## src/hrt_pkg.sv

```systemverilog
// shared constants for the header receive and test bus register bank
// assumes an 8-bit register port with 7-bit addresses
package hrt_pkg;
  localparam int unsigned HRT_AW = 7;
  localparam int unsigned HRT_DW = 8;

  // register offsets
  localparam logic [6:0] HRT_OFS_HDR_MASK1 = 7'h45;
  localparam logic [6:0] HRT_OFS_HDR_MASK0 = 7'h46;
  localparam logic [6:0] HRT_OFS_RX_HDR3 = 7'h47;
  localparam logic [6:0] HRT_OFS_RX_HDR2 = 7'h48;
  localparam logic [6:0] HRT_OFS_RX_HDR1 = 7'h49;
  localparam logic [6:0] HRT_OFS_RX_HDR0 = 7'h4A;
  localparam logic [6:0] HRT_OFS_RX_PKT_LEN = 7'h4B;
  localparam logic [6:0] HRT_OFS_ANA_SEL = 7'h50;
  localparam logic [6:0] HRT_OFS_DIG_SEL = 7'h51;

  // reset values
  localparam logic [7:0] HRT_RST_HDR_MASK = 8'h00;
  localparam logic [7:0] HRT_RST_RX_HDR = 8'h00;
  localparam logic [7:0] HRT_RST_RX_PKT_LEN = 8'hFF;
  localparam logic [7:0] HRT_RST_ANA_SEL = 8'h00;
  localparam logic [7:0] HRT_RST_DIG_SEL = 8'h00;
  localparam logic [7:0] HRT_RDATA_UNMAPPED = 8'h00;

  // field layout
  localparam int unsigned HRT_ANA_SEL_W = 5;
  localparam int unsigned HRT_ANA_SEL_LSB = 0;
  localparam int unsigned HRT_DIG_SEL_W = 6;
  localparam int unsigned HRT_DIG_SEL_LSB = 0;
  localparam int unsigned HRT_SCAN_EN_BIT = 6;
  localparam int unsigned HRT_HDR_W = 32;
  localparam int unsigned HRT_ANA_POINTS = 32;
  localparam int unsigned HRT_DIG_POINTS = 64;

  // synchroniser filter state
  typedef enum logic [0:0] {
    HRT_PIN_LOW = 1'b0,
    HRT_PIN_HIGH = 1'b1
  } hrt_pin_state_t;
endpackage

```

## src/hrt_hdr_cmp.sv

```systemverilog
// masked compare of received header against check header
// assumes all inputs come from flops on the same clock
`timescale 1ns/1ps
`default_nettype none
module hrt_hdr_cmp
(
  // operands
  input wire logic [hrt_pkg::HRT_HDR_W-1:0] rx_header,
  input wire logic [hrt_pkg::HRT_HDR_W-1:0] check_header,
  input wire logic [hrt_pkg::HRT_HDR_W-1:0] enable_mask,
  // result
  output logic match
);
  import hrt_pkg::*;

  // masked-off positions never cause a mismatch
  assign match = ~|((rx_header ^ check_header) & enable_mask);
endmodule
`default_nettype wire

```

## src/hrt_pin_sync.sv

```systemverilog
// three-flop synchroniser with agreement filter for one pin
// assumes an asynchronous pin level and one system clock
`timescale 1ns/1ps
`default_nettype none
module hrt_pin_sync
(
  // clock and reset
  input wire logic sys_clk,
  input wire logic rst_n,
  // pin and filtered level
  input wire logic pin_in,
  output logic level_out
);
  import hrt_pkg::*;

  logic ff1_q;
  logic ff2_q;
  logic ff3_q;
  hrt_pin_state_t state_q;

  // first flop feeds the second and nothing else
  always_ff @(posedge sys_clk or negedge rst_n)
  begin
    if (!rst_n)
    begin
      ff1_q <= 1'b0;
      ff2_q <= 1'b0;
      ff3_q <= 1'b0;
    end
    else
    begin
      ff1_q <= pin_in;
      ff2_q <= ff1_q;
      ff3_q <= ff2_q;
    end
  end

  // change counts only once second and third agree
  always_ff @(posedge sys_clk or negedge rst_n)
  begin
    if (!rst_n)
      state_q <= HRT_PIN_LOW;
    else if (ff2_q == ff3_q)
      state_q <= ff3_q ? HRT_PIN_HIGH : HRT_PIN_LOW;
  end

  assign level_out = (state_q == HRT_PIN_HIGH);
endmodule
`default_nettype wire

```

## src/hrt_regs.sv

```systemverilog
// header receive and test bus register bank, device side
// assumes packet handler strobes and test points on sys_clk; gpio0 is async
//
// Overview of operation
// - two RW mask bytes, cleared at reset
// - compare only header bits whose mask is one
// - received 32-bit header held read-only
// - variable length mode captures received length byte
// - length valid only if fixed-length stayed low
// - received length resets to all ones
// - five-bit select routes analog probe pair
// - scan enable bit makes gpio0 scan input
`timescale 1ns/1ps
`default_nettype none
module hrt_regs
(
  // clock and reset
  input wire logic sys_clk,
  input wire logic rst_n,
  // register port
  input wire logic [hrt_pkg::HRT_AW-1:0] reg_addr,
  input wire logic [hrt_pkg::HRT_DW-1:0] reg_wdata,
  input wire logic reg_wr,
  input wire logic reg_rd,
  output logic [hrt_pkg::HRT_DW-1:0] reg_rdata,
  // packet handler side
  input wire logic rx_active,
  input wire logic fixed_len_mode,
  input wire logic rx_hdr_valid,
  input wire logic [hrt_pkg::HRT_HDR_W-1:0] rx_hdr_data,
  input wire logic rx_len_valid,
  input wire logic [hrt_pkg::HRT_DW-1:0] rx_len_data,
  input wire logic [15:0] hdr_mask_upper,
  input wire logic [hrt_pkg::HRT_HDR_W-1:0] check_header,
  output logic header_match,
  // analog test bus
  input wire logic [hrt_pkg::HRT_ANA_POINTS-1:0] analog_points_pos,
  input wire logic [hrt_pkg::HRT_ANA_POINTS-1:0] analog_points_neg,
  output logic analog_probe_out_pos,
  output logic analog_probe_out_neg,
  // digital test bus and scan
  input wire logic [hrt_pkg::HRT_DIG_POINTS-1:0] digital_points,
  output logic digital_probe_out,
  input wire logic gpio0_in,
  output logic scan_shift_enable_input
);
  import hrt_pkg::*;

  logic [7:0] hdr_mask1_q;
  logic [7:0] hdr_mask0_q;
  logic [HRT_HDR_W-1:0] rx_hdr_q;
  logic [7:0] rx_len_q;
  logic [7:0] ana_sel_q;
  logic [7:0] dig_sel_q;
  logic [7:0] rdata_q;
  logic [7:0] rdata_d;
  logic fixlen_seen_q;
  logic match_q;
  logic match_w;
  logic gpio0_level;
  logic ana_pos_q;
  logic ana_neg_q;
  logic dig_out_q;
  logic scan_q;
  logic [HRT_ANA_SEL_W-1:0] ana_field;
  logic [HRT_DIG_SEL_W-1:0] dig_field;

  function automatic logic wr_hit(input logic wr, input logic [6:0] addr, input logic [6:0] ofs);
    wr_hit = wr && (addr == ofs);
  endfunction

  assign ana_field = ana_sel_q[HRT_ANA_SEL_LSB +: HRT_ANA_SEL_W];
  assign dig_field = dig_sel_q[HRT_DIG_SEL_LSB +: HRT_DIG_SEL_W];

  // mask bytes
  always_ff @(posedge sys_clk or negedge rst_n)
  begin
    if (!rst_n)
    begin
      hdr_mask1_q <= HRT_RST_HDR_MASK;
      hdr_mask0_q <= HRT_RST_HDR_MASK;
    end
    else
    begin
      if (wr_hit(reg_wr, reg_addr, HRT_OFS_HDR_MASK1))
        hdr_mask1_q <= reg_wdata;
      if (wr_hit(reg_wr, reg_addr, HRT_OFS_HDR_MASK0))
        hdr_mask0_q <= reg_wdata;
    end
  end

  // received header, no write path on purpose
  always_ff @(posedge sys_clk or negedge rst_n)
  begin
    if (!rst_n)
      rx_hdr_q <= {4{HRT_RST_RX_HDR}};
    else if (rx_hdr_valid)
      rx_hdr_q <= rx_hdr_data;
  end

  // fixed-length seen at any time during the current reception
  always_ff @(posedge sys_clk or negedge rst_n)
  begin
    if (!rst_n)
      fixlen_seen_q <= 1'b0;
    else if (!rx_active)
      fixlen_seen_q <= 1'b0;
    else if (fixed_len_mode)
      fixlen_seen_q <= 1'b1;
  end

  // received length; in fixed mode software reads the packet length register instead
  always_ff @(posedge sys_clk or negedge rst_n)
  begin
    if (!rst_n)
      rx_len_q <= HRT_RST_RX_PKT_LEN;
    else if (rx_len_valid && !fixed_len_mode && !fixlen_seen_q)
      rx_len_q <= rx_len_data;
  end

  // test bus selects, reserved bits stored as written
  always_ff @(posedge sys_clk or negedge rst_n)
  begin
    if (!rst_n)
    begin
      ana_sel_q <= HRT_RST_ANA_SEL;
      dig_sel_q <= HRT_RST_DIG_SEL;
    end
    else
    begin
      if (wr_hit(reg_wr, reg_addr, HRT_OFS_ANA_SEL))
        ana_sel_q <= reg_wdata;
      if (wr_hit(reg_wr, reg_addr, HRT_OFS_DIG_SEL))
        dig_sel_q <= reg_wdata;
    end
  end

  // read mux
  always_comb
  begin
    rdata_d = HRT_RDATA_UNMAPPED;
    case (reg_addr)
      HRT_OFS_HDR_MASK1: rdata_d = hdr_mask1_q;
      HRT_OFS_HDR_MASK0: rdata_d = hdr_mask0_q;
      HRT_OFS_RX_HDR3: rdata_d = rx_hdr_q[31:24];
      HRT_OFS_RX_HDR2: rdata_d = rx_hdr_q[23:16];
      HRT_OFS_RX_HDR1: rdata_d = rx_hdr_q[15:8];
      HRT_OFS_RX_HDR0: rdata_d = rx_hdr_q[7:0];
      HRT_OFS_RX_PKT_LEN: rdata_d = rx_len_q;
      HRT_OFS_ANA_SEL: rdata_d = ana_sel_q;
      HRT_OFS_DIG_SEL: rdata_d = dig_sel_q;
      default: rdata_d = HRT_RDATA_UNMAPPED;
    endcase
  end

  // read data valid only in the cycle after the strobe
  // zero outside the answer cycle, so a stale byte never looks like data
  always_ff @(posedge sys_clk or negedge rst_n)
  begin
    if (!rst_n)
      rdata_q <= HRT_RDATA_UNMAPPED;
    else if (reg_rd)
      rdata_q <= rdata_d;
    else
      rdata_q <= HRT_RDATA_UNMAPPED;
  end

  assign reg_rdata = rdata_q;

  // masked header compare
  hrt_hdr_cmp u_cmp (
    .rx_header(rx_hdr_q),
    .check_header(check_header),
    .enable_mask({hdr_mask_upper, hdr_mask1_q, hdr_mask0_q}),
    .match(match_w)
  );

  // registered, so a mask or header change shows one cycle later
  always_ff @(posedge sys_clk or negedge rst_n)
  begin
    if (!rst_n)
      match_q <= 1'b0;
    else
      match_q <= match_w;
  end

  assign header_match = match_q;

  // test probe muxes; registered, so one cycle behind the select
  always_ff @(posedge sys_clk or negedge rst_n)
  begin
    if (!rst_n)
    begin
      ana_pos_q <= 1'b0;
      ana_neg_q <= 1'b0;
      dig_out_q <= 1'b0;
    end
    else
    begin
      ana_pos_q <= analog_points_pos[ana_field];
      ana_neg_q <= analog_points_neg[ana_field];
      dig_out_q <= digital_points[dig_field];
    end
  end

  assign analog_probe_out_pos = ana_pos_q;
  assign analog_probe_out_neg = ana_neg_q;
  assign digital_probe_out = dig_out_q;

  // gpio0 is asynchronous, so it is filtered before use
  hrt_pin_sync u_gpio0_sync (
    .sys_clk(sys_clk),
    .rst_n(rst_n),
    .pin_in(gpio0_in),
    .level_out(gpio0_level)
  );

  always_ff @(posedge sys_clk or negedge rst_n)
  begin
    if (!rst_n)
      scan_q <= 1'b0;
    else
      scan_q <= dig_sel_q[HRT_SCAN_EN_BIT] & gpio0_level;
  end

  assign scan_shift_enable_input = scan_q;
endmodule
`default_nettype wire
```

## config.mk

```make
export PLATFORM = sky130hd
export DESIGN_NAME = hrt_regs
export DESIGN_NICKNAME = d
export VERILOG_FILES = /design/src/hrt_pkg.sv /design/src/hrt_hdr_cmp.sv /design/src/hrt_pin_sync.sv /design/src/hrt_regs.sv
export SDC_FILE = /design/constraint.sdc
export NUM_CORES = 1
export LEC_CHECK = 0
export CAP_MARGIN = 20
export CORE_MARGIN = 2
export CORE_UTILIZATION = 60
export CTS_CLUSTER_SIZE = 24
export DETAILED_ROUTE_END_ITERATION = 10
export DONT_BUFFER_PORTS = 1
export GPL_ROUTABILITY_DRIVEN = 0
export PLACE_DENSITY = 0.76
export SLEW_MARGIN = 20
export SYNTH_ARGS = -nofsm -noshare
export SYNTH_HDL_FRONTEND = slang
export SYNTH_SLANG_ARGS = --single-unit
export TNS_END_PERCENT = 10
```

## constraint.sdc

```tcl
create_clock -name sys_clk -period 2.65 [get_ports sys_clk]
set_input_delay 0.265 -clock sys_clk [delete_from_list [all_inputs] [get_ports sys_clk]]
set_output_delay 0.265 -clock sys_clk [all_outputs]
set_load 0.005 [all_outputs]
```

# ---- Word-level counts from Yosys, hierarchy flattened
# Index checks and enable logic that the tools add are counted.
dict set report word_totals {
  ff_bits 90
  inputBits 240
}
dict set report classes {
  n_lt_le_gt_ge 2
  eq_ne 11
  muxes 11
  bitwise 3
  reduce_logical 10
}
# operator n
set op_table {}
lappend op_table {{case mux 8 bit (9 select lines)} 1}
lappend op_table {{equality test 7 bit (second input constant)} 9}
lappend op_table {{AND 32 bit} 1}
lappend op_table {{OR reduction 32 bit} 1}
lappend op_table {{XOR 32 bit} 1}
lappend op_table {{binary-select mux 1 bit (select 5 bit)} 2}
lappend op_table {{two-way mux 8 bit} 1}
lappend op_table {{less-than comparator 6 x 7 -> 1 bit (second input constant)} 1}
lappend op_table {{binary-select mux 1 bit (select 6 bit)} 1}
lappend op_table {{logical AND 1 bit} 6}
lappend op_table {{less-than comparator 5 x 6 -> 1 bit (second input constant)} 1}
lappend op_table {{two-way mux 1 bit} 6}
lappend op_table {{logical NOT 1 bit} 3}
lappend op_table {{!= test 2 x 1 -> 1 bit (second input constant)} 1}
lappend op_table {{AND 1 bit} 1}
lappend op_table {{equality test 1 bit} 1}

# ---- Depth between registers and ports, before layout
# Gate-level depths: netlist of the first run.
dict set report depth {
  word_depth 4
  ltp_mapped 7
  depth_no_buf 5
}

# ---- Hierarchy
# A second synthesis of the first run with hierarchy kept.
dict set report hier_totals {
  hier_cells 400
  area_unflattened_um2 5337.6
}
# module instances cells_per_inst area_each_um2
set modules_own_cells {}
lappend modules_own_cells {hrt_regs 1 342 4788.3}
lappend modules_own_cells {hrt_hdr_cmp 1 53 437.9}
lappend modules_own_cells {hrt_pin_sync 1 5 111.4}

# ---- Least setup slack after synthesis of the first run
# OpenSTA, ideal clock, no wires.
dict set report synth_timing {
  path_type {flip-flop to flip-flop}
  start {register ana_sel_q[0]}
  end {register ana_neg_q (netlist: analog_probe_out_neg)}
  setup_time_ns 0.125
  arrival_ns 1.867
  t_required_ns 2.525
  path_slack_ns 0.658
  stages_incl_launch_ff 6
  path_buffers 2
  period_less_slack_ns 1.992
  cell_sequence {dfrtp_1 > buf_6 > buf_8 > mux4_1 > mux4_2 > mux2_2}
}
dict set report synth_via {
  elab_chain_len 2
}
# element line_no
set synth_lines {}
lappend synth_lines {{from (decl)} hrt_regs.sv:53} ;# logic [7:0] ana_sel_q;
lappend synth_lines {{from (signal assigned)} hrt_regs.sv:132} ;# ana_sel_q <= reg_wdata;
lappend synth_lines {{binary-select mux 1 bit (select 5 bit)} hrt_regs.sv:201} ;# ana_neg_q <= analog_points_neg[ana_field];
lappend synth_lines {{two-way mux 1 bit (not written as such)} hrt_regs.sv:201}
lappend synth_lines {{to (signal assigned)} hrt_regs.sv:201}
lappend synth_lines {{to (decl)} hrt_regs.sv:62} ;# logic ana_neg_q;
# Every way passes these cells. The select of a mux whose other input is x is not followed.
# A chain may end at the register's enable or synchronous reset.

# ---- Worst setup path after layout of the first run
# Same ends and word-level chain as after synthesis.

==> impl_metrics.xml, run 1 <==
<?xml version="1.0" encoding="UTF-8"?>
<metrics>
  <group name="route">
    <metric name="vias_per_cell" unit="">7.24</metric>
    <metric name="detail-route-antenna-nets" unit="">0</metric>
    <metric name="post_drt_wl_per_cell" unit="um">27.4</metric>
    <metric name="postRouteWirelength" unit="um">14100</metric>
    <metric name="routed-via-count" unit="">3730</metric>
    <metric name="post_detailed_route_drc_marker_count" unit="">0</metric>
    <metric name="drt_first_pass_iters" unit="">5</metric>
    <metric name="drt_first_iter_violations" unit="">248</metric>
  </group>
  <group name="synth">
    <metric name="number_of_synthesized_flops_with_an_enable_pin" unit="">0</metric>
    <metric name="ys_seq_elements" unit="">90</metric>
    <metric name="syn_nets" unit="">644</metric>
    <metric name="postSynth.asyncResetShare" unit="%">100</metric>
    <metric name="top_flip_flop_cell_by_instance_count_after_synthesis" unit="">sky130_fd_sc_hd__dfrtp_1</metric>
    <metric name="synth.yosys.seq_area_share" unit="%">41.8</metric>
    <metric name="syn_area" unit="sq um">5410</metric>
    <metric name="synth_warnings" unit="">0</metric>
    <metric name="synth_area_per_cell" unit="sq um">13.4</metric>
    <metric name="postSynthCellCount" unit="">404</metric>
    <metric name="yosysUniqueCellTypes" unit="">55</metric>
  </group>
  <group name="sta">
    <metric name="maxSlewViolCount" unit="">0</metric>
    <metric name="final-setup-viol-count" unit="">0</metric>
    <metric name="min_period" unit="ns">2.11</metric>
    <metric name="final_hold_viol_count" unit="">0</metric>
    <metric name="finalClockSkew" unit="ns">0.0101</metric>
    <metric name="worstMarginPinSlew" unit="ns">0.673</metric>
    <metric name="grt_setup_unrepaired" unit="">false</metric>
    <metric name="final.period_utilization" unit="%">79.7</metric>
    <metric name="timing.hold.ws" unit="ns">0.0197</metric>
    <metric name="fmax" unit="GHz">0.474</metric>
    <metric name="max-slew-margin-rel" unit="%">55.1</metric>
    <metric name="timing.setup.tns" unit="ns">0</metric>
  </group>
  <group name="die">
    <metric name="floorplan.initialDensity" unit="%">62.0</metric>
    <metric name="die_height" unit="um">98.9</metric>
    <metric name="floorplan.io_pins" unit="">253</metric>
    <metric name="rows" unit="">34</metric>
    <metric name="core_area" unit="sq um">8720</metric>
    <metric name="die_w" unit="um">98.9</metric>
    <metric name="die_area" unit="sq um">9790</metric>
  </group>
  <group name="cts">
    <metric name="cts_post_setup_buffers_inserted" unit="">0</metric>
    <metric name="clock_tree.root_cell" unit="">sky130_fd_sc_hd__clkbuf_8</metric>
    <metric name="clkSlewWorstSetupHoldPaths" unit="ns">0.09</metric>
    <metric name="worst_skew_pair.late_latency" unit="ns">0.37</metric>
    <metric name="cts_buffer_depth" unit="">2</metric>
    <metric name="tritoncts.num_buffers" unit="">9</metric>
    <metric name="cts_hold_buffers" unit="">3</metric>
    <metric name="post_cts_resized" unit="">0</metric>
    <metric name="cts.sinks" unit="">90</metric>
    <metric name="cts-htree-levels" unit="">3</metric>
    <metric name="tritoncts" unit="">built</metric>
  </group>
  <group name="hold_path">
    <metric name="whs_endpoint" unit="">dig_sel_q[1]</metric>
    <metric name="min-delay-start" unit="">reg_wdata[1]</metric>
    <metric name="path_type_of_the_worst_min_delay_path" unit="">in -&gt; reg</metric>
    <metric name="worst_hold_path_depth" unit="">2</metric>
  </group>
  <group name="critical_path">
    <metric name="critPathBufInv" unit="">1</metric>
    <metric name="worstPathArrival" unit="ns">2.37</metric>
    <metric name="critical_path_depth" unit="">4</metric>
    <metric name="cpMaxStageDelayCell" unit="">sky130_fd_sc_hd__mux4_1</metric>
    <metric name="start_kind" unit="">flop</metric>
    <metric name="cp_cell_sequence" unit="">buf_4 -&gt; mux4_1 -&gt; mux4_2 -&gt; mux2_2</metric>
    <metric name="timing.reg2reg.setup_slack" unit="ns">0.54</metric>
    <metric name="cpPeakStageDelay" unit="ns">0.59</metric>
    <metric name="timing.critical_path.required" unit="ns">2.90</metric>
    <metric name="worstSetupPathType" unit="">reg -&gt; reg</metric>
    <metric name="cp-end-kind" unit="">flop</metric>
    <metric name="max_fo_critical_path" unit="">16</metric>
    <metric name="critical_path.top_delay_family" unit="">multiplexers</metric>
    <metric name="reg_to_reg_critical_path_endpoint" unit="">analog_probe_out_neg</metric>
    <metric name="reg2reg_from" unit="">ana_sel_q[0]</metric>
    <metric name="timing.reg2reg.worst_path_depth" unit="">4</metric>
  </group>
  <group name="layout">
    <metric name="finalCoreUtilization" unit="%">65.4</metric>
    <metric name="num-fill-cells" unit="">654</metric>
    <metric name="n_antenna_cell" unit="">0</metric>
    <metric name="fin_nets" unit="">642</metric>
    <metric name="final_layout_size_suffix_gt1_share" unit="%">36.6</metric>
    <metric name="flow.area_growth_from_synthesis" unit="%">5.39</metric>
  </group>
  <group name="global_routing">
    <metric name="top_usage_layer" unit="">met2</metric>
    <metric name="groute.layer.met3.usage" unit="%">8.51</metric>
    <metric name="number_of_antenna_violations_at_the_first_check_in_global_routing" unit="">0</metric>
    <metric name="grtUsageMet1" unit="%">35.8</metric>
    <metric name="globalRouteMet2Util" unit="%">47.2</metric>
    <metric name="number_of_global_route_vias_before_repair" unit="">3873</metric>
    <metric name="grt_max_degree" unit="">91</metric>
    <metric name="global_route.usage.total" unit="%">28.4</metric>
    <metric name="globalRouteOverflowTotal" unit="">0</metric>
    <metric name="grt_first_pass_wirelength" unit="um">21100</metric>
  </group>
  <group name="status">
    <metric name="run_status" unit="">completed</metric>
  </group>
  <group name="placed_design">
    <metric name="detailedPlacementHpwl" unit="um">10800</metric>
    <metric name="placement.io_buffers" unit="">0</metric>
  </group>
  <group name="power_and_ir_drop">
    <metric name="total_power" unit="W">0.00311</metric>
    <metric name="ir_worst_vdd" unit="V">0.000284</metric>
    <metric name="p_leak" unit="nW">2.26</metric>
    <metric name="power_per_cell_area" unit="nW/um^2">545</metric>
  </group>
  <group name="flow_run">
    <metric name="max-cap-violations" unit="">0</metric>
  </group>
</metrics>
report_power, final:
group / switching, W / total (W) / internal (W)
Combinational: 0.000201 / 0.000538 / 0.000337
Sequential: 0.000144 / 0.00167 / 0.00152
Clock: 0.000529 / 0.000904 / 0.000375
metrics by stage:
| stage | worst slack (ns) | cell area (sq um) | instances |
|---|---|---|---|
| after global placement | 0.591 | 5460 | 495 |
| after CTS | 0.530 | 5690 | 514 |
| after global routing | 0.444 | 5700 | 515 |
| after floorplan | 0.658 | 5410 | 404 |
| final | 0.539 | 5700 | 515 |
| after detailed placement | 0.542 | 5460 | 495 |
state kept, by name (all words and copies together) (netlist names):
| register | count |
|---|---|
| rx_hdr_q | 32 |
| ana_sel_q | 8 |
| dig_sel_q | 8 |
| hdr_mask0_q | 8 |
| hdr_mask1_q | 8 |
| reg_rdata | 8 |
| rx_len_q | 8 |
| analog_probe_out_neg | 1 |
| analog_probe_out_pos | 1 |
| digital_probe_out | 1 |
| fixlen_seen_q | 1 |
| header_match | 1 |
| scan_shift_enable_input | 1 |
| u_gpio0_sync.ff1_q | 1 |
| u_gpio0_sync.ff2_q | 1 |
| u_gpio0_sync.ff3_q | 1 |
| u_gpio0_sync.level_out | 1 |
how the worst max path moves through the flow:
| stage | slack (ns) | to | start |
|---|---|---|---|
| finish | 0.54 | analog_probe_out_neg | ana_sel_q[0] |
| global route | 0.44 | analog_probe_out_neg | ana_sel_q[0] |
| CTS | 0.53 | analog_probe_out_pos | ana_sel_q[0] |
| detailed placement | 0.54 | analog_probe_out_neg | ana_sel_q[0] |
| global placement | 0.59 | analog_probe_out_neg | ana_sel_q[0] |
| floorplan | 0.66 | analog_probe_out_neg | ana_sel_q[0] |
logic make-up (layout without fill, tap and decap cells):
kind of cell	Yosys count	in the layout	share of synthesized area, %
mux	130	130	33.9
flops	90	90	41.8
compound gates	71	71	9.81
simple gates	55	55	6.41
xor+xnor	32	32	5.18
buf+inv	25	28	2.66
fa+ha+maj	1	1	0.185
cells in the mapped netlist, types with 2 or more instances:
| cell | count | area share, % |
|---|---|---|
| sky130_fd_sc_hd__a21o_1 | 4 | 0.56 |
| sky130_fd_sc_hd__a21oi_1 | 6 | 0.56 |
| sky130_fd_sc_hd__a221oi_1 | 5 | 0.81 |
| sky130_fd_sc_hd__a222oi_1 | 4 | 0.74 |
| sky130_fd_sc_hd__a22o_1 | 4 | 0.65 |
| sky130_fd_sc_hd__a22oi_1 | 22 | 3.1 |
| sky130_fd_sc_hd__a31oi_1 | 4 | 0.46 |
| sky130_fd_sc_hd__a32oi_1 | 2 | 0.32 |
| sky130_fd_sc_hd__and2_1 | 2 | 0.23 |
| sky130_fd_sc_hd__and3_1 | 3 | 0.35 |
| sky130_fd_sc_hd__and3b_1 | 2 | 0.32 |
| sky130_fd_sc_hd__buf_1 | 4 | 0.28 |
| sky130_fd_sc_hd__buf_2 | 4 | 0.37 |
| sky130_fd_sc_hd__buf_4 | 2 | 0.28 |
| sky130_fd_sc_hd__clkbuf_1 | 10 | 0.69 |
| sky130_fd_sc_hd__dfrtp_1 | 82 | 38 |
| sky130_fd_sc_hd__dfstp_2 | 8 | 3.9 |
| sky130_fd_sc_hd__mux2_2 | 84 | 17 |
| sky130_fd_sc_hd__mux2i_1 | 13 | 2.4 |
| sky130_fd_sc_hd__mux4_1 | 4 | 1.9 |
| sky130_fd_sc_hd__mux4_2 | 29 | 12 |
| sky130_fd_sc_hd__nand2_1 | 12 | 0.83 |
| sky130_fd_sc_hd__nand3_1 | 6 | 0.56 |
| sky130_fd_sc_hd__nand3b_1 | 6 | 0.83 |
| sky130_fd_sc_hd__nand4_1 | 4 | 0.46 |
| sky130_fd_sc_hd__nor2_1 | 3 | 0.21 |
| sky130_fd_sc_hd__nor2b_1 | 6 | 0.69 |
| sky130_fd_sc_hd__nor3b_1 | 2 | 0.28 |
| sky130_fd_sc_hd__o211ai_1 | 4 | 0.56 |
| sky130_fd_sc_hd__o21a_1 | 3 | 0.42 |
| sky130_fd_sc_hd__o21ai_0 | 5 | 0.46 |
| sky130_fd_sc_hd__xor2_1 | 32 | 5.2 |
worst reg2reg max path: stages (launching register included):
cell                      delay [ns]
sky130_fd_sc_hd__dfrtp_1        0.38
sky130_fd_sc_hd__buf_4          0.29
sky130_fd_sc_hd__mux4_1         0.59
sky130_fd_sc_hd__mux4_2         0.47
sky130_fd_sc_hd__mux2_2         0.27
placed cells by master, fill, tap and decap left out, types with 3 or more instances in the layout:
| cell | netlist | routed |
|---|---|---|
| sky130_fd_sc_hd__a221oi_1 | 5 | 5 |
| sky130_fd_sc_hd__a22oi_1 | 22 | 22 |
| sky130_fd_sc_hd__a21o_1 | 4 | 4 |
| sky130_fd_sc_hd__nor2b_1 | 6 | 6 |
| sky130_fd_sc_hd__buf_4 | 2 | 7 |
| sky130_fd_sc_hd__mux4_2 | 29 | 29 |
| sky130_fd_sc_hd__o211ai_1 | 4 | 4 |
| sky130_fd_sc_hd__xor2_1 | 32 | 32 |
| sky130_fd_sc_hd__a22o_1 | 4 | 4 |
| sky130_fd_sc_hd__nor2_1 | 3 | 3 |
| sky130_fd_sc_hd__nand2_1 | 12 | 12 |
| sky130_fd_sc_hd__a222oi_1 | 4 | 4 |
| sky130_fd_sc_hd__mux2_2 | 84 | 84 |
| sky130_fd_sc_hd__dfstp_2 | 8 | 8 |
| sky130_fd_sc_hd__nand3b_1 | 6 | 6 |
| sky130_fd_sc_hd__mux4_1 | 4 | 4 |
| sky130_fd_sc_hd__dfrtp_1 | 82 | 82 |
| sky130_fd_sc_hd__clkinvlp_4 | 0 | 3 |
| sky130_fd_sc_hd__o21ai_0 | 5 | 5 |
| sky130_fd_sc_hd__clkbuf_8 | 0 | 10 |
| sky130_fd_sc_hd__nand4_1 | 4 | 4 |
| sky130_fd_sc_hd__nand3_1 | 6 | 6 |
| sky130_fd_sc_hd__mux2i_1 | 13 | 13 |
| sky130_fd_sc_hd__dlygate4sd3_1 | 0 | 3 |
| sky130_fd_sc_hd__o21a_1 | 3 | 3 |
| sky130_fd_sc_hd__a21oi_1 | 6 | 6 |
| sky130_fd_sc_hd__a31oi_1 | 4 | 4 |
| sky130_fd_sc_hd__and3_1 | 3 | 3 |
layout make-up:
type | count | area (sq um) | share of cell area (%)
well taps | 108 | 135 | 2.37
flip-flops and latches | 90 | 2260 | 39.7
inverters | 1 | 3.75 | 0.0659
multi-input cells | 289 | 3000 | 52.7
repair buffers | 11 | 110 | 1.93
clock inverters | 6 | 48.8 | 0.856
clock buffers | 10 | 138 | 2.41
routing by layer:
layer	routed length (um)	vias to the layer above
met5	0	-
met4	292	0
met3	1420	27
met2	7290	226
met1	5120	1895
li1	-	1582
No activity file was read; power rests on OpenSTA's default activity.
==> run 2, diff against run 1 <==
--- a/config.mk
+++ b/config.mk
@@ -5,9 +5,10 @@
 export SDC_FILE = /design/constraint.sdc
 export NUM_CORES = 1
 export LEC_CHECK = 0
+export ABC_AREA = 1
 export CAP_MARGIN = 20
 export CORE_MARGIN = 2
-export CORE_UTILIZATION = 60
+export CORE_UTILIZATION = 58
 export CTS_CLUSTER_SIZE = 24
 export DETAILED_ROUTE_END_ITERATION = 10
 export DONT_BUFFER_PORTS = 1
==> constraint.sdc (replaced) <==
create_clock -name sys_clk -period 1.9 [get_ports sys_clk]
set_input_delay 0.19 -clock sys_clk [delete_from_list [all_inputs] [get_ports sys_clk]]
set_output_delay 0.19 -clock sys_clk [all_outputs]
set_load 0.005 [all_outputs]
==> impl_metrics.xml, run 2 <==
<?xml version="1.0" encoding="UTF-8"?>
<metrics>
  <group name="status">
    <metric name="run_status" unit="">finished, violations left</metric>
    <metric name="failed_checks" unit="">negative hold slack</metric>
  </group>
  <group name="placed_design">
    <metric name="placed_cell_count" unit="">890</metric>
    <metric name="detailedPlacementHpwl" unit="um">12300</metric>
    <metric name="placement.io_buffers" unit="">0</metric>
    <metric name="place_area" unit="sq um">5760</metric>
  </group>
  <group name="synth">
    <metric name="top_flip_flop_cell_by_instance_count_after_synthesis" unit="">sky130_fd_sc_hd__dfrtp_1</metric>
    <metric name="number_of_synthesized_flops_with_an_enable_pin" unit="">0</metric>
    <metric name="synth_area_per_cell" unit="sq um">7.27</metric>
    <metric name="postSynthCellCount" unit="">783</metric>
    <metric name="netlist.top_cell.by_area" unit="">sky130_fd_sc_hd__dfrtp_1</metric>
    <metric name="synthAdderAreaFrac" unit="%">0.176</metric>
    <metric name="synth_common_cells" unit="">sky130_fd_sc_hd__nand2_1, sky130_fd_sc_hd__nand3_1, sky130_fd_sc_hd__dfrtp_1</metric>
    <metric name="synth_top_cell_area_share" unit="%">36.0</metric>
    <metric name="syn_nets" unit="">1023</metric>
    <metric name="syn_area" unit="sq um">5700</metric>
    <metric name="synth.yosys.seq_area_share" unit="%">39.7</metric>
    <metric name="synth-xor-area-share" unit="%">2.61</metric>
    <metric name="synth-compound-area-share" unit="%">8.66</metric>
    <metric name="synth-simple-area-share" unit="%">37.3</metric>
    <metric name="ys_seq_elements" unit="">90</metric>
    <metric name="synth_warnings" unit="">0</metric>
    <metric name="synth_mux_area_share" unit="%">6.33</metric>
    <metric name="synth.top_cells.by_area" unit="">sky130_fd_sc_hd__dfrtp_1, sky130_fd_sc_hd__nand2_1, sky130_fd_sc_hd__nand3_1, sky130_fd_sc_hd__mux2_2, sky130_fd_sc_hd__dfstp_2</metric>
    <metric name="yosysUniqueCellTypes" unit="">28</metric>
    <metric name="synthMostInstantiatedCell" unit="">sky130_fd_sc_hd__nand2_1</metric>
    <metric name="dominant_combinational_cell_family_by_area_after_synthesis" unit="">simple AND/OR/NAND/NOR gates</metric>
    <metric name="postSynth.asyncResetShare" unit="%">100</metric>
  </group>
  <group name="sta">
    <metric name="timing.setup.tns" unit="ns">0</metric>
    <metric name="finalClockSkew" unit="ns">0.0154</metric>
    <metric name="timing.hold.ws" unit="ns">-0.492</metric>
    <metric name="maxSlewViolCount" unit="">0</metric>
    <metric name="worstMarginPinSlew" unit="ns">0.482</metric>
    <metric name="final-setup-viol-count" unit="">0</metric>
    <metric name="max-slew-margin-rel" unit="%">67.7</metric>
    <metric name="final_hold_viol_count" unit="">90</metric>
    <metric name="grt_setup_unrepaired" unit="">false</metric>
    <metric name="final.period_utilization" unit="%">79.1</metric>
    <metric name="min_period" unit="ns">1.50</metric>
    <metric name="fmax" unit="GHz">0.666</metric>
  </group>
  <group name="cts">
    <metric name="tritoncts.num_buffers" unit="">9</metric>
    <metric name="clkSlewWorstSetupHoldPaths" unit="ns">0.10</metric>
    <metric name="worst_skew_pair.late_latency" unit="ns">0.37</metric>
    <metric name="cts.sinks" unit="">90</metric>
    <metric name="cts_hold_buffers" unit="">44</metric>
    <metric name="cts-htree-levels" unit="">3</metric>
    <metric name="cts_post_setup_buffers_inserted" unit="">0</metric>
    <metric name="tritoncts" unit="">built</metric>
    <metric name="cts_buffer_depth" unit="">2</metric>
    <metric name="clock_tree.root_cell" unit="">sky130_fd_sc_hd__clkbuf_8</metric>
  </group>
  <group name="critical_path">
    <metric name="cp_cell_sequence" unit="">clkinv_1 -&gt; o22ai_1 -&gt; nor2_1 -&gt; a21oi_1</metric>
    <metric name="cpMaxStageDelayCell" unit="">sky130_fd_sc_hd__dfrtp_1</metric>
    <metric name="worstSetupPathType" unit="">reg -&gt; reg</metric>
    <metric name="start_kind" unit="">flop</metric>
    <metric name="critPathBufInv" unit="">1</metric>
    <metric name="cpPeakStageDelay" unit="ns">0.55</metric>
    <metric name="cp-end-kind" unit="">flop</metric>
    <metric name="timing.critical_path.required" unit="ns">2.18</metric>
    <metric name="max_fo_critical_path" unit="">10</metric>
    <metric name="worstPathArrival" unit="ns">1.79</metric>
    <metric name="critical_path.top_delay_family" unit="">flip-flops</metric>
  </group>
  <group name="global_routing">
    <metric name="globalRouteOverflowTotal" unit="">0</metric>
    <metric name="number_of_global_route_vias_before_repair" unit="">5045</metric>
    <metric name="grt_first_pass_wirelength" unit="um">24200</metric>
    <metric name="global_route.usage.total" unit="%">30.2</metric>
    <metric name="number_of_antenna_violations_at_the_first_check_in_global_routing" unit="">0</metric>
    <metric name="grt_max_degree" unit="">91</metric>
  </group>
  <group name="power_and_ir_drop">
    <metric name="power.share.combinational" unit="%">18.4</metric>
    <metric name="power.net_switching" unit="W">0.00132</metric>
    <metric name="switching_part_of_the_total" unit="%">28.6</metric>
    <metric name="share_clk_of_total_power" unit="%">31.5</metric>
    <metric name="total_power" unit="W">0.00460</metric>
    <metric name="power_per_cell_area" unit="nW/um^2">716</metric>
    <metric name="p_leak" unit="nW">2.99</metric>
    <metric name="internal-power" unit="W">0.00328</metric>
    <metric name="ir_worst_vdd" unit="V">0.000661</metric>
    <metric name="pwr-share-seq" unit="%">50.1</metric>
  </group>
  <group name="hold_path">
    <metric name="path_type_of_the_worst_min_delay_path" unit="">in -&gt; async</metric>
  </group>
  <group name="route">
    <metric name="drt_first_iter_violations" unit="">492</metric>
    <metric name="post_detailed_route_drc_marker_count" unit="">0</metric>
    <metric name="drt_first_pass_iters" unit="">5</metric>
    <metric name="vias_per_cell" unit="">5.76</metric>
    <metric name="detail-route-antenna-nets" unit="">0</metric>
    <metric name="routed-via-count" unit="">5469</metric>
    <metric name="post_drt_wl_per_cell" unit="um">17.3</metric>
    <metric name="postRouteWirelength" unit="um">16500</metric>
  </group>
  <group name="layout">
    <metric name="number_of_flip_flops_under_the_largest_register_name" unit="">32</metric>
    <metric name="layout.cell_area.non_filler" unit="sq um">6430</metric>
    <metric name="n_antenna_cell" unit="">0</metric>
    <metric name="mostFrequentLayoutCell" unit="">sky130_fd_sc_hd__nand2_1</metric>
    <metric name="flow.area_growth_from_synthesis" unit="%">12.9</metric>
    <metric name="layout.cells.most_common_list" unit="">sky130_fd_sc_hd__nand2_1, sky130_fd_sc_hd__nand3_1, sky130_fd_sc_hd__dfrtp_1, sky130_fd_sc_hd__dlygate4sd3_1, sky130_fd_sc_hd__nor2_1</metric>
    <metric name="fin_nets" unit="">1052</metric>
    <metric name="num-fill-cells" unit="">825</metric>
    <metric name="top_register" unit="">rx_hdr_q</metric>
    <metric name="post_layout_nonfiller_instances" unit="">950</metric>
    <metric name="final_layout_size_suffix_gt1_share" unit="%">13.2</metric>
  </group>
  <group name="flow_run">
    <metric name="max-cap-violations" unit="">0</metric>
  </group>
  <group name="die">
    <metric name="die_w" unit="um">103</metric>
    <metric name="core_area" unit="sq um">9640</metric>
    <metric name="floorplan.initialDensity" unit="%">59.1</metric>
    <metric name="floorplan.io_pins" unit="">253</metric>
    <metric name="rows" unit="">36</metric>
    <metric name="die_area" unit="sq um">10600</metric>
    <metric name="die_height" unit="um">103</metric>
  </group>
</metrics>
run 2: cell families after synthesis:
kind of cell,count (synthesis)
fa+ha+maj,1
compound gates,83
buf+inv,72
xor+xnor,17
flops,90
mux,32
simple gates,488
run 2: area by class of cell:
cell class	count	area [sq um]	area share [%]
flip-flops and latches	90	2260	35.2
repair buffers	50	495	7.71
clock buffers	12	145	2.26
multi-input cells	621	3130	48.7
well taps	133	166	2.59
inverters	40	150	2.34
clock inverters	4	76.3	1.19
run 2: worst register-to-register path, cell delays in order (launching register included):
cell and delay, ns:
sky130_fd_sc_hd__dfrtp_1 0.55, sky130_fd_sc_hd__clkinv_1 0.34, sky130_fd_sc_hd__o22ai_1 0.32, sky130_fd_sc_hd__nor2_1 0.07
sky130_fd_sc_hd__a21oi_1 0.15
run 2: layer usage:
metal  wire [um]  global-route usage, %
met1        6240                   35.0
met2        8490                   53.6
met3        1310                   6.64
met4         428                   12.9
met5           0                      0
run 2: worst paths after layout:
kind	to	startpoint	slack, ns	depth (start not counted)
hold / removal	hdr_mask0_q[1]	rst_n	-0.49	0
setup / recovery	reg_rdata[2]	dig_sel_q[2]	0.40	4
setup reg to reg	reg_rdata[2]	dig_sel_q[2]	0.40	4
hold reg to reg	u_gpio0_sync.ff2_q	u_gpio0_sync.ff1_q	0.36	0
min in group sys_clk	hdr_mask1_q[7]	reg_wdata[7]	0.06	2
max in group asynchronous	rx_len_q[2]	rst_n	2.16	0
run 2: stage by stage:
stage / worst slack, ns / util (%)
6_report: 0.397 / 66.7
5_1_grt: 0.209 / 66.7
4_1_cts: 0.400 / 66.7
3_5_place_dp: 0.366 / 59.7
3_3_place_gp: 0.370 / 59.7
2_1_floorplan: 0.548 / -
run 2: what timing repair did:
| action | 4_1_cts | 5_1_grt |
|---|---|---|
| setup endpoints to repair | 0 | 0 |
| hold endpoints to repair | 132 | 90 |
| resized for setup | 0 | 0 |
run 2: power by group through the flow:
stage | Combinational, W | Sequential [W] | Clock [W]
final | 0.000846 | 0.00231 | 0.00145
after global routing | 0.000961 | 0.00232 | 0.00154
after CTS | 0.000837 | 0.00230 | 0.00148
after detailed placement | 0.000745 | 0.00234 | 0
after global placement | 0.000717 | 0.00233 | 0
after floorplan | 0.000645 | 0.00224 | 0
